### src/rtl/eq_dbg_defs.svh
`ifndef EQ_DBG_DEFS_SVH
`define EQ_DBG_DEFS_SVH

// ------------------------------------------------------------
// register offsets and reset values
// ------------------------------------------------------------
`define OFS_SPARE_BF 8'hbf
`define OFS_SPARE_C0 8'hc0
`define OFS_SPARE_CF 8'hcf
`define OFS_DEBUG_CTL 8'hd0
`define OFS_SPARE_D1 8'hd1
`define OFS_ADAPT_CTL 8'hd2
`define OFS_EQ_STATE 8'hd3
`define OFS_MANUAL 8'hd4
`define OFS_LIMITS 8'hd5
`define RST_DEBUG_CTL 2'h0
`define RST_SPARE_D1 8'h43
`define RST_ADAPT_CTL 8'h94
`define RST_MANUAL 8'h60
`define RST_LIMITS 8'hf2

// ------------------------------------------------------------
// field positions
// ------------------------------------------------------------
`define SEL_RD_LO 4
`define DBG_SELFTEST 5
`define DBG_CONT 1
`define DBG_ONCE 0
`define CTL_WAIT_LO 5
`define CTL_FIRST 4
`define CTL_RESTART 3
`define CTL_FLOOR_EN 2
`define MAN_UPPER_LO 5
`define MAN_LOCKW 4
`define MAN_LOWER_LO 1
`define MAN_BYPASS 0
`define LIM_MAX_LO 4

// ------------------------------------------------------------
// timing
// ------------------------------------------------------------
`define CLK_PERIOD_NS 4
`define T_WAIT0_NS 164000
`define T_WAIT1_NS 328000
`define T_WAIT2_NS 655000
`define T_WAIT3_NS 1310000
`define T_WAIT4_NS 2620000
`define T_WAIT5_NS 5240000
`define T_WAIT6_NS 10500000
`define T_WAIT7_NS 21000000
`define NS_TO_CYC(t) (((t) + `CLK_PERIOD_NS - 1) / `CLK_PERIOD_NS)
`endif

### src/rtl/eq_dbg_pkg.sv
package eq_dbg_pkg;
  typedef logic [22:0] wait_cnt_t;
  typedef enum logic [1:0] {ST_IDLE, ST_SEARCH, ST_LOCKED} adapt_state_t;
  typedef struct packed {
    adapt_state_t state;
    logic [3:0] idx;
    wait_cnt_t cnt;
    logic first_done;
    logic [5:0] setting;
    logic rx_lock;
  } adapt_st_t;
  typedef struct packed {
    logic [1:0] dbg;
    logic [7:0] ctl;
    logic [7:0] man;
    logic [7:0] lim;
    logic corrupt;
  } port_st_t;
  typedef struct packed {
    logic [3:0] lock_s1;
    logic [3:0] lock_s2;
    logic [3:0] bist_s1;
    logic [3:0] bist_s2;
    logic [7:0] rdata;
  } top_st_t;
endpackage

### src/rtl/eq_adapt.sv
`timescale 1ns/100ps
module eq_adapt
  import eq_dbg_pkg::*;
(
  input wire logic i_clk,
  input wire logic i_rst,
  input wire logic i_lock,
  input wire logic i_restart,
  input wire logic i_first_zero,
  input wire logic i_floor_en,
  input wire logic [3:0] i_floor,
  input wire logic [3:0] i_limit,
  input wire logic i_bypass,
  input wire logic [5:0] i_manual,
  input wire logic i_lock_waits,
  input wire wait_cnt_t i_wait_cycles,
  output logic [5:0] o_eq_setting,
  output logic o_rx_lock
);
  adapt_st_t s_r;
  adapt_st_t s_nxt;
  logic [3:0] start;
  logic timeout;

  always_comb begin
    start = i_floor_en ? i_floor : 4'h0;
    if (start > i_limit) begin
      start = i_limit;
    end
    timeout = (s_r.cnt >= i_wait_cycles - 23'h1);
    s_nxt = s_r;
    case (s_r.state)
      ST_IDLE: begin
        s_nxt.state = ST_SEARCH;
        s_nxt.idx = start;
        s_nxt.cnt = '0;
      end
      ST_SEARCH: begin
        if (i_lock) begin
          s_nxt.first_done = 1'b1;
          s_nxt.cnt = '0;
          if (i_first_zero && !s_r.first_done) begin
            s_nxt.idx = 4'h0;
          end else begin
            s_nxt.state = ST_LOCKED;
          end
        end else if (timeout) begin
          s_nxt.cnt = '0;
          s_nxt.idx = (s_r.idx >= i_limit) ? start : 4'(s_r.idx + 4'h1);
        end else begin
          s_nxt.cnt = 23'(s_r.cnt + 23'h1);
        end
      end
      ST_LOCKED: begin
        if (!i_lock) begin
          s_nxt.state = ST_SEARCH;
          s_nxt.cnt = '0;
        end
      end
      default: s_nxt.state = ST_IDLE;
    endcase
    if (i_restart) begin
      s_nxt.state = ST_SEARCH;
      s_nxt.idx = start;
      s_nxt.cnt = '0;
    end
    // a limit lowered by software pulls a running search down at once
    if (s_nxt.idx > i_limit) begin
      s_nxt.idx = i_limit;
    end
    s_nxt.setting = i_bypass ? i_manual : {2'h0, s_nxt.idx};
    s_nxt.rx_lock = i_lock & (!i_lock_waits | i_bypass | (s_nxt.state == ST_LOCKED));
  end

  always_ff @(posedge i_clk) begin
    if (i_rst) begin
      s_r <= '{state: ST_IDLE, idx: 4'h0, cnt: 23'h0, first_done: 1'b0, setting: 6'h00, rx_lock: 1'b0};
    end else begin
      s_r <= s_nxt;
    end
  end

  assign o_eq_setting = s_r.setting;
  assign o_rx_lock = s_r.rx_lock;

  step_one_a: assert property (@(posedge i_clk) disable iff (i_rst)
    s_r.state == ST_SEARCH && !i_lock && !i_restart && timeout && s_r.idx < i_limit && $stable(i_limit)
    |=> s_r.idx == 4'($past(s_r.idx) + 4'h1))
    else $error("search did not step by one");
  wrap_start_a: assert property (@(posedge i_clk) disable iff (i_rst)
    s_r.state == ST_SEARCH && !i_lock && !i_restart && timeout && s_r.idx >= i_limit |=> s_r.idx == $past(start))
    else $error("search did not wrap to start");
  floor_start_a: assert property (@(posedge i_clk) disable iff (i_rst)
    i_restart && i_floor_en && i_floor <= i_limit |=> s_r.idx == $past(i_floor))
    else $error("restart ignored the floor");
  upper_limit_a: assert property (@(posedge i_clk) disable iff (i_rst)
    1'b1 |-> s_r.idx <= $past(i_limit))
    else $error("setting above the upper limit");
  first_zero_a: assert property (@(posedge i_clk) disable iff (i_rst)
    s_r.state == ST_SEARCH && i_lock && i_first_zero && !s_r.first_done && !i_restart
    |=> s_r.idx == 4'h0 && s_r.state == ST_SEARCH)
    else $error("first lock did not restart at zero");
  manual_set_a: assert property (@(posedge i_clk) disable iff (i_rst)
    i_bypass |=> o_eq_setting == $past(i_manual))
    else $error("manual setting not applied");
  lock_gate_a: assert property (@(posedge i_clk) disable iff (i_rst)
    o_rx_lock && $past(i_lock_waits) && !$past(i_bypass) |-> $past(i_lock) && s_r.state == ST_LOCKED)
    else $error("lock reported before adaptation ended");
  reset_zero_a: assert property (@(posedge i_clk) disable iff (i_rst)
    $past(i_rst) |-> o_eq_setting == 6'h00)
    else $error("state not zero after reset");
  step_cov: cover property (@(posedge i_clk) disable iff (i_rst)
    s_r.state == ST_SEARCH && timeout && !i_lock);
  first_cov: cover property (@(posedge i_clk) disable iff (i_rst)
    s_r.state == ST_SEARCH && i_lock && i_first_zero && !s_r.first_done);
endmodule

### src/rtl/rx_port_equalizer_debug_regs.sv
`timescale 1ns/100ps
`include "eq_dbg_defs.svh"
module rx_port_equalizer_debug_regs
  import eq_dbg_pkg::*;
#(
  parameter int unsigned P_WAIT0 = `NS_TO_CYC(`T_WAIT0_NS),
  parameter int unsigned P_WAIT1 = `NS_TO_CYC(`T_WAIT1_NS),
  parameter int unsigned P_WAIT2 = `NS_TO_CYC(`T_WAIT2_NS),
  parameter int unsigned P_WAIT3 = `NS_TO_CYC(`T_WAIT3_NS),
  parameter int unsigned P_WAIT4 = `NS_TO_CYC(`T_WAIT4_NS),
  parameter int unsigned P_WAIT5 = `NS_TO_CYC(`T_WAIT5_NS),
  parameter int unsigned P_WAIT6 = `NS_TO_CYC(`T_WAIT6_NS),
  parameter int unsigned P_WAIT7 = `NS_TO_CYC(`T_WAIT7_NS)
) (
  input wire logic i_clk,
  input wire logic i_rst,
  input wire logic [7:0] i_page_sel,
  input wire logic [7:0] i_reg_addr,
  input wire logic i_reg_wr,
  input wire logic [7:0] i_reg_wdata,
  input wire logic i_reg_rd,
  output logic [7:0] o_reg_rdata,
  input wire logic [3:0] i_lock_det,
  input wire logic [3:0] i_far_selftest,
  input wire logic [3:0] i_bc_frame,
  output logic [3:0] o_bc_corrupt,
  output logic [23:0] o_eq_setting,
  output logic [3:0] o_rx_lock
);

  // ------------------------------------------------------------
  // per-port wiring
  // ------------------------------------------------------------
  logic [1:0] dbg_w [4];
  logic [7:0] ctl_w [4];
  logic [7:0] man_w [4];
  logic [7:0] lim_w [4];
  logic [5:0] set_w [4];
  logic [3:0] wr_port;
  logic [1:0] rd_port;
  top_st_t s_r;
  top_st_t s_nxt;

  assign rd_port = i_page_sel[`SEL_RD_LO +: 2];
  assign wr_port = {4{i_reg_wr}} & i_page_sel[3:0];

  // ------------------------------------------------------------
  // wait time lookup
  // ------------------------------------------------------------
  // every code maps to its own parameter so a bench can shrink all eight
  function automatic wait_cnt_t wait_lookup(input logic [2:0] code);
    case (code)
      3'h0: wait_lookup = wait_cnt_t'(P_WAIT0);
      3'h1: wait_lookup = wait_cnt_t'(P_WAIT1);
      3'h2: wait_lookup = wait_cnt_t'(P_WAIT2);
      3'h3: wait_lookup = wait_cnt_t'(P_WAIT3);
      3'h4: wait_lookup = wait_cnt_t'(P_WAIT4);
      3'h5: wait_lookup = wait_cnt_t'(P_WAIT5);
      3'h6: wait_lookup = wait_cnt_t'(P_WAIT6);
      default: wait_lookup = wait_cnt_t'(P_WAIT7);
    endcase
  endfunction

  // ------------------------------------------------------------
  // receive ports
  // ------------------------------------------------------------
  for (genvar p = 0; p < 4; p++) begin : g_port
    // each port owns its registers, engine and timer
    rx_port_regs u_regs (
      .i_clk(i_clk),
      .i_rst(i_rst),
      .i_wr(wr_port[p]),
      .i_addr(i_reg_addr),
      .i_wdata(i_reg_wdata),
      .i_frame(i_bc_frame[p]),
      .o_dbg(dbg_w[p]),
      .o_ctl(ctl_w[p]),
      .o_man(man_w[p]),
      .o_lim(lim_w[p]),
      .o_corrupt(o_bc_corrupt[p])
    );

    eq_adapt u_adapt (
      .i_clk(i_clk),
      .i_rst(i_rst),
      .i_lock(s_r.lock_s2[p]),
      .i_restart(ctl_w[p][`CTL_RESTART]),
      .i_first_zero(ctl_w[p][`CTL_FIRST]),
      .i_floor_en(ctl_w[p][`CTL_FLOOR_EN]),
      .i_floor(lim_w[p][3:0]),
      .i_limit(lim_w[p][`LIM_MAX_LO +: 4]),
      .i_bypass(man_w[p][`MAN_BYPASS]),
      .i_manual({man_w[p][`MAN_UPPER_LO +: 3], man_w[p][`MAN_LOWER_LO +: 3]}),
      .i_lock_waits(man_w[p][`MAN_LOCKW]),
      .i_wait_cycles(wait_lookup(ctl_w[p][`CTL_WAIT_LO +: 3])),
      .o_eq_setting(set_w[p]),
      .o_rx_lock(o_rx_lock[p])
    );

    assign o_eq_setting[6*p +: 6] = set_w[p];
  end

  // ------------------------------------------------------------
  // synchronisers and read path
  // ------------------------------------------------------------
  // lock and far self-test come from the analog side, so two stages each
  always_comb begin
    s_nxt = s_r;
    s_nxt.lock_s1 = i_lock_det;
    s_nxt.lock_s2 = s_r.lock_s1;
    s_nxt.bist_s1 = i_far_selftest;
    s_nxt.bist_s2 = s_r.bist_s1;
    if (i_reg_rd) begin
      case (i_reg_addr)
        `OFS_DEBUG_CTL: s_nxt.rdata = {2'h0, s_r.bist_s2[rd_port], 3'h0, dbg_w[rd_port]};
        `OFS_SPARE_D1: s_nxt.rdata = `RST_SPARE_D1;
        `OFS_ADAPT_CTL: s_nxt.rdata = ctl_w[rd_port];
        `OFS_EQ_STATE: s_nxt.rdata = {2'h0, set_w[rd_port]};
        `OFS_MANUAL: s_nxt.rdata = man_w[rd_port];
        `OFS_LIMITS: s_nxt.rdata = lim_w[rd_port];
        default: s_nxt.rdata = 8'h00;
      endcase
    end
  end

  always_ff @(posedge i_clk) begin
    if (i_rst) begin
      s_r <= '{lock_s1: 4'h0, lock_s2: 4'h0, bist_s1: 4'h0, bist_s2: 4'h0, rdata: 8'h00};
    end else begin
      s_r <= s_nxt;
    end
  end

  assign o_reg_rdata = s_r.rdata;

  // ------------------------------------------------------------
  // checks
  // ------------------------------------------------------------
  rd_page_sel_a: assert property (@(posedge i_clk) disable iff (i_rst)
    i_reg_rd && i_reg_addr == `OFS_LIMITS && !i_reg_wr && rd_port == 2'h2
    |=> o_reg_rdata == $past(lim_w[2]))
    else $error("read did not follow read select");
  rd_state_a: assert property (@(posedge i_clk) disable iff (i_rst)
    i_reg_rd && i_reg_addr == `OFS_EQ_STATE && rd_port == 2'h1
    |=> o_reg_rdata == {2'h0, $past(set_w[1])})
    else $error("state read does not match setting");
  wr_update_a: assert property (@(posedge i_clk) disable iff (i_rst)
    i_reg_wr && i_reg_addr == `OFS_MANUAL && i_page_sel[0] |=> man_w[0] == $past(i_reg_wdata))
    else $error("enabled port not written");
  wr_hold_a: assert property (@(posedge i_clk) disable iff (i_rst)
    i_reg_wr && i_reg_addr == `OFS_LIMITS && !i_page_sel[3] |=> $stable(lim_w[3]))
    else $error("disabled port was written");
  selftest_rd_a: assert property (@(posedge i_clk) disable iff (i_rst)
    i_reg_rd && i_reg_addr == `OFS_DEBUG_CTL && rd_port == 2'h3
    |=> o_reg_rdata[`DBG_SELFTEST] == $past(s_r.bist_s2[3]))
    else $error("far self test bit wrong");
  spare_rd_a: assert property (@(posedge i_clk) disable iff (i_rst)
    i_reg_rd && i_reg_addr >= `OFS_SPARE_C0 && i_reg_addr <= `OFS_SPARE_CF |=> o_reg_rdata == 8'h00)
    else $error("spare range not zero");
  multi_wr_cov: cover property (@(posedge i_clk) disable iff (i_rst)
    i_reg_wr && i_reg_addr == `OFS_ADAPT_CTL && i_page_sel[3:0] == 4'hf);
  bypass_cov: cover property (@(posedge i_clk) disable iff (i_rst)
    man_w[0][`MAN_BYPASS] && o_rx_lock[0]);
endmodule

### src/rtl/rx_port_regs.sv
`timescale 1ns/100ps
`include "eq_dbg_defs.svh"
module rx_port_regs
  import eq_dbg_pkg::*;
(
  input wire logic i_clk,
  input wire logic i_rst,
  input wire logic i_wr,
  input wire logic [7:0] i_addr,
  input wire logic [7:0] i_wdata,
  input wire logic i_frame,
  output logic [1:0] o_dbg,
  output logic [7:0] o_ctl,
  output logic [7:0] o_man,
  output logic [7:0] o_lim,
  output logic o_corrupt
);
  port_st_t s_r;
  port_st_t s_nxt;

  always_comb begin
    s_nxt = s_r;
    s_nxt.corrupt = i_frame & (s_r.dbg[`DBG_CONT] | s_r.dbg[`DBG_ONCE]);
    s_nxt.ctl[`CTL_RESTART] = 1'b0;
    if (i_frame) begin
      s_nxt.dbg[`DBG_ONCE] = 1'b0;
    end
    // the write comes last so a new one-shot request beats the frame's clear
    if (i_wr) begin
      case (i_addr)
        `OFS_DEBUG_CTL: s_nxt.dbg = i_wdata[1:0];
        `OFS_ADAPT_CTL: s_nxt.ctl = {i_wdata[7:2], 2'h0};
        `OFS_MANUAL: s_nxt.man = i_wdata;
        `OFS_LIMITS: s_nxt.lim = i_wdata;
        default: s_nxt.dbg = s_r.dbg;
      endcase
    end
  end

  always_ff @(posedge i_clk) begin
    if (i_rst) begin
      s_r <= '{dbg: `RST_DEBUG_CTL, ctl: `RST_ADAPT_CTL, man: `RST_MANUAL, lim: `RST_LIMITS, corrupt: 1'b0};
    end else begin
      s_r <= s_nxt;
    end
  end

  assign o_dbg = s_r.dbg;
  assign o_ctl = s_r.ctl;
  assign o_man = s_r.man;
  assign o_lim = s_r.lim;
  assign o_corrupt = s_r.corrupt;

  cont_inject_a: assert property (@(posedge i_clk) disable iff (i_rst)
    i_frame && s_r.dbg[`DBG_CONT] |=> o_corrupt)
    else $error("continuous inject missed a frame");
  once_clear_a: assert property (@(posedge i_clk) disable iff (i_rst)
    s_r.dbg[`DBG_ONCE] && i_frame && !i_wr |=> o_corrupt && !s_r.dbg[`DBG_ONCE])
    else $error("one-shot inject did not fire and clear");
  restart_clear_a: assert property (@(posedge i_clk) disable iff (i_rst)
    s_r.ctl[`CTL_RESTART] |=> !s_r.ctl[`CTL_RESTART] || $past(i_wr))
    else $error("restart bit did not self clear");
  once_cov: cover property (@(posedge i_clk) disable iff (i_rst)
    s_r.dbg[`DBG_ONCE] ##1 i_frame ##1 o_corrupt);
endmodule

### config.mk
export PLATFORM = sky130hd
export DESIGN_NAME = rx_port_equalizer_debug_regs
export DESIGN_NICKNAME = d
export VERILOG_FILES = /design/src/rtl/eq_dbg_pkg.sv /design/src/rtl/eq_adapt.sv /design/src/rtl/rx_port_equalizer_debug_regs.sv /design/src/rtl/rx_port_regs.sv
export VERILOG_INCLUDE_DIRS = /design/src /design/src/rtl
export SDC_FILE = /design/constraint.sdc
export NUM_CORES = 1
export LEC_CHECK = 0
export BUFFER_PORTS_ARGS = -buffer_cell sky130_fd_sc_hd__buf_2
export CAP_MARGIN = 0
export CORE_MARGIN = 1.5
export CORE_UTILIZATION = 60
export DETAILED_ROUTE_END_ITERATION = 16
export PLACE_DENSITY = 0.78
export SLEW_MARGIN = 5
export SYNTH_ARGS = -nofsm -noshare
export SYNTH_HDL_FRONTEND = slang
export SYNTH_SLANG_ARGS = --single-unit
### constraint.sdc
create_clock -name i_clk -period 8.8 [get_ports i_clk]
set_input_delay 0 -clock i_clk [delete_from_list [all_inputs] [get_ports i_clk]]
set_output_delay 0 -clock i_clk [all_outputs]
set_load 0.005 [all_outputs]
==> flow_summary.yaml <==
route:
  post_drt_wl_per_cell_um: 19.1
  drt-pass1-iter-count: 6
  vias_per_cell: 6.38
  finalWirelength_um: 48700
  drc: 0
  via_count: 16300
  initialDrtViolationCount: 1583
  final_antenna_net_count: 0
global_routing:
  grt_max_degree: 92
  grt-ovfl-total: 0
  grt_pass1_vias: 15200
  grt_pass1_wl_um: 78400
  antenna_found_initial: 1
  grt_usage: 0.318
timing:
  worst_slew_pin_slew_ns: 1.25
  fin_setup_tns_ns: 0
  relSlewSlack: 0.164
  slew_violations: 0
  max_freq_mhz: 163
  finClkSkew_ns: 0.0183
  hold_viol: 0
  setup_ws_ns: 2.66
  rsz0062_at_grt: "false"
  finalSetupViolCount: 0
  period_share: 0.698
  min_period_ns: 6.14
floorplanning:
  start_util: 0.608
  dieArea_mm2: 0.0299
  die_w_um: 173
  io_pins: 80
  die_y_um: 173
  rows: 62
  core_mm2: 0.0285
clock_tree:
  cts.htree.levels: 1
  cts-buffers-inserted: 31
  post_cts_buffers: 0
  clk_latency_ns: 0.57
  numClockSinks: 272
  clk_path_buf_depth: 3
  cts_tree: "built"
  cts_root_buf: "clkbuf_16"
  clk_pin_slew_ns: 0.06
yosys:
  synth_compound_area_frac: 0.195
  synth-seq-cells: 272
  synth_adder_area_share: 0.107
  synthMuxAreaShare: 0.0682
  synth-simple-area-share: 0.237
  synthCells: 2132
  syn-num-nets: 2320
  ys_seq_area_frac: 0.314
  yosysUniqueCellTypes: 78
  synth_edf_count: 0
  synth_async_sr_flop_share: 0
  synth_top_family_by_area: "simple AND/OR/NAND/NOR gates"
  syn_area_mm2: 0.0173
  synth_area_per_cell_um2: 8.14
  yosys_most_used_dff: "dfxtp_1"
  synthXorXnorAreaFrac: 0.0217
  ys_warn_count: 0
power:
  pwr_density_cell_mw_per_mm2: 145
  p_leak_nw: 7.96
  vdd_drop_max_mv: 0.161
placement:
  place_inst: 2448
  pre_cts_ws_ns: 2.71
  port_buffers: 77
  dp_hpwl_um: 35000
  gp_congestion: 0.937
finish:
  multi_input_area_mm2: 0.0109
  fillCellCount: 2391
  post-route-util: 0.664
  finish.net_count: 2325
  layoutNonFillerInstCount: 2547
  area_delta_synth_final_pct: 9.33
  seq_area_mm2: 0.00545
  drive_gt1_frac: 0.0958
critical_path:
  critPathKind: "reg -> reg"
  r2r_end: "g_port[0].u_adapt.s_r[32]"
  r2r_cells: 25
  critPathCaptureType: "flop"
  crit_required_ns: 9.27
  r2r_slack_ns: 2.66
  timing.rr.start: "g_port[0].u_regs.o_ctl[6]"
  cp.arrival_ns: 6.61
  cp_max_fo: 14
  crit_path_start_kind: "flop"
min_path:
  holdPathStages: 7
  holdCritPathClass: "in -> reg"
  holdPathEnd: "o_reg_rdata[6]"
  min_from: "i_reg_addr[5]"
run:
  cap_violations: 0
run_status:
  outcome: "complete, no violations"
[through the flow]
| step | hold WS, ns | power [mW] | area (um^2) |
|---|---|---|---|
| floorplan | 0.0986 | 1.41 | 17300 |
| global placement | 0.195 | 1.46 | 17500 |
| detailed placement | 0.202 | 1.46 | 17500 |
| CTS | 0.113 | 2.75 | 19000 |
| global route | 0.188 | 2.82 | 19000 |
| finish | 0.141 | 2.74 | 19000 |
[worst max-delay path, stage by stage, from the launching register on]
cell and delay (ns):
dfxtp_1 0.59, nor2b_1 0.35, inv_1 0.10, nor2_1 0.19, inv_1 0.07, ha_1 0.22, xnor2_1 0.14, xnor2_1 0.15
ha_1 0.28, nand4_1 0.10, a21oi_1 0.14, o21ai_0 0.16, a211oi_1 0.40, nor2_1 0.17, o41ai_1 0.73, a221o_1 0.33
inv_1 0.06, ha_1 0.28, nor2b_1 0.12, o21ai_0 0.08, nand2b_1 0.07, a21oi_1 0.07, a41oi_1 0.60, inv_1 0.23
or3_1 0.36, o31ai_1 0.07
[cells in the final DEF (no fill, tap or decap), types with 9 or more instances in the layout]
master         Yosys  layout
ha_1             148     148
a31oi_1           19      19
a311oi_1          12      12
o22ai_1            9       9
nand2b_1          18      18
a21o_1            19      19
or2_2             15      15
o21ai_0          104     103
nor3b_1           15      15
nand2_1          238     238
a22oi_1           12      12
nor2b_1           42      42
mux4_2            31      31
mux2i_1           35      35
o21ai_1            8       9
inv_1             71      71
nor2_1           227     227
or3_1              9       9
nor4_1            11      11
nand3b_1          25      25
nand4_1           32      32
xnor2_1           25      25
nor3_1            25      25
buf_2              1      76
a211o_1           36      36
a21oi_1          175     175
and2_1            27      27
nand3_1           74      74
mux2_2            12      12
o211ai_1          12      12
dlygate4sd3_1      0      40
and3_1            52      52
clkbuf_16          0      31
dfxtp_1          272     272
xor2_1            18      18
o21a_1            16      16
a211oi_1          27      27
[cells by family after synthesis]
family | Yosys count
simple gates | 840
compound gates | 528
flops | 272
buf+inv | 223
fa+ha+maj | 148
mux | 78
xor+xnor | 43
[cell usage after synthesis, types with 16 or more instances]
master | number | area share
a21oi_1 | 175 | 0.050
nand4_1 | 32 | 0.012
ha_1 | 148 | 0.11
buf_4 | 40 | 0.017
o21ai_0 | 104 | 0.030
nor3_1 | 25 | 0.0072
nand3_1 | 74 | 0.021
nand3b_1 | 25 | 0.011
a211oi_1 | 27 | 0.012
xor2_1 | 18 | 0.0091
and2_1 | 27 | 0.0097
nor2b_1 | 42 | 0.015
o21a_1 | 16 | 0.0069
a31oi_1 | 19 | 0.0069
dfxtp_1 | 272 | 0.31
clkbuf_1 | 101 | 0.022
xnor2_1 | 25 | 0.013
mux2i_1 | 35 | 0.020
mux4_2 | 31 | 0.040
nor2_1 | 227 | 0.049
nand2_1 | 238 | 0.052
a211o_1 | 36 | 0.018
inv_1 | 71 | 0.015
nand2b_1 | 18 | 0.0065
and3_1 | 52 | 0.019
a21o_1 | 19 | 0.0082
[where the power goes]
group / switching [mW] / leakage (nW) / internal (mW)
Sequential: 0.0219 / 2.20 / 1.25
Combinational: 0.112 / 5.25 / 0.0703
Clock: 0.520 / 0.503 / 0.769
[area by class of cell]
cell class                 count  area share
clock inverter                11     0.00600
inverter                      72      0.0143
timing repair buffer         123      0.0439
sequential                   272       0.287
clock buffer                  45      0.0479
antenna                        3    0.000396
tap                          384      0.0253
multi-input combinational   1637       0.575
[flip-flops by register name (all words and copies together) (netlist names)]
signal	count
g_port.u_adapt.s_r	120
g_port.u_regs.o_lim	32
g_port.u_regs.o_man	32
g_port.u_adapt.o_eq_setting	24
g_port.u_regs.o_ctl	24
g_port.u_regs.o_dbg	8
o_reg_rdata	8
s_nxt	8
s_r	8
g_port.u_adapt.o_rx_lock	4
g_port.u_regs.o_corrupt	4
[metal layers]
layer | up-vias | GRT usage | part of all wire
met1 | 7619 | 0.410 | 0.40
met3 | 190 | 0.0475 | 0.088
li1 | 7715 | - | -
met4 | 0 | 0.132 | 0.043
met2 | 730 | 0.532 | 0.47
met5 | - | 0 | 0
[what timing repair did]
action,in CTS,in global routing
resized for setup,0,0
endpoints found under the hold margin,124,0
hold buffers,40,0
[worst max path at each step]
| stage | start | endpoint | slack (ns) | depth (start not counted) |
|---|---|---|---|---|
| global placement | g_port[0].u_regs.o_ctl[6] | g_port[0].u_adapt.s_r[32] | 2.90 | 25 |
| floorplan | g_port[0].u_regs.o_ctl[7] | g_port[0].u_adapt.s_r[32] | 3.88 | 26 |
| global route | g_port[0].u_regs.o_ctl[6] | g_port[0].u_adapt.o_eq_setting[0] | 2.04 | 25 |
| detailed placement | g_port[0].u_regs.o_ctl[6] | g_port[0].u_adapt.o_eq_setting[0] | 2.71 | 25 |
| finish | g_port[0].u_regs.o_ctl[6] | g_port[0].u_adapt.s_r[32] | 2.66 | 25 |
| CTS | g_port[0].u_regs.o_ctl[6] | g_port[0].u_adapt.s_r[32] | 2.68 | 25 |
No activity file was read; power rests on OpenSTA's default activity.
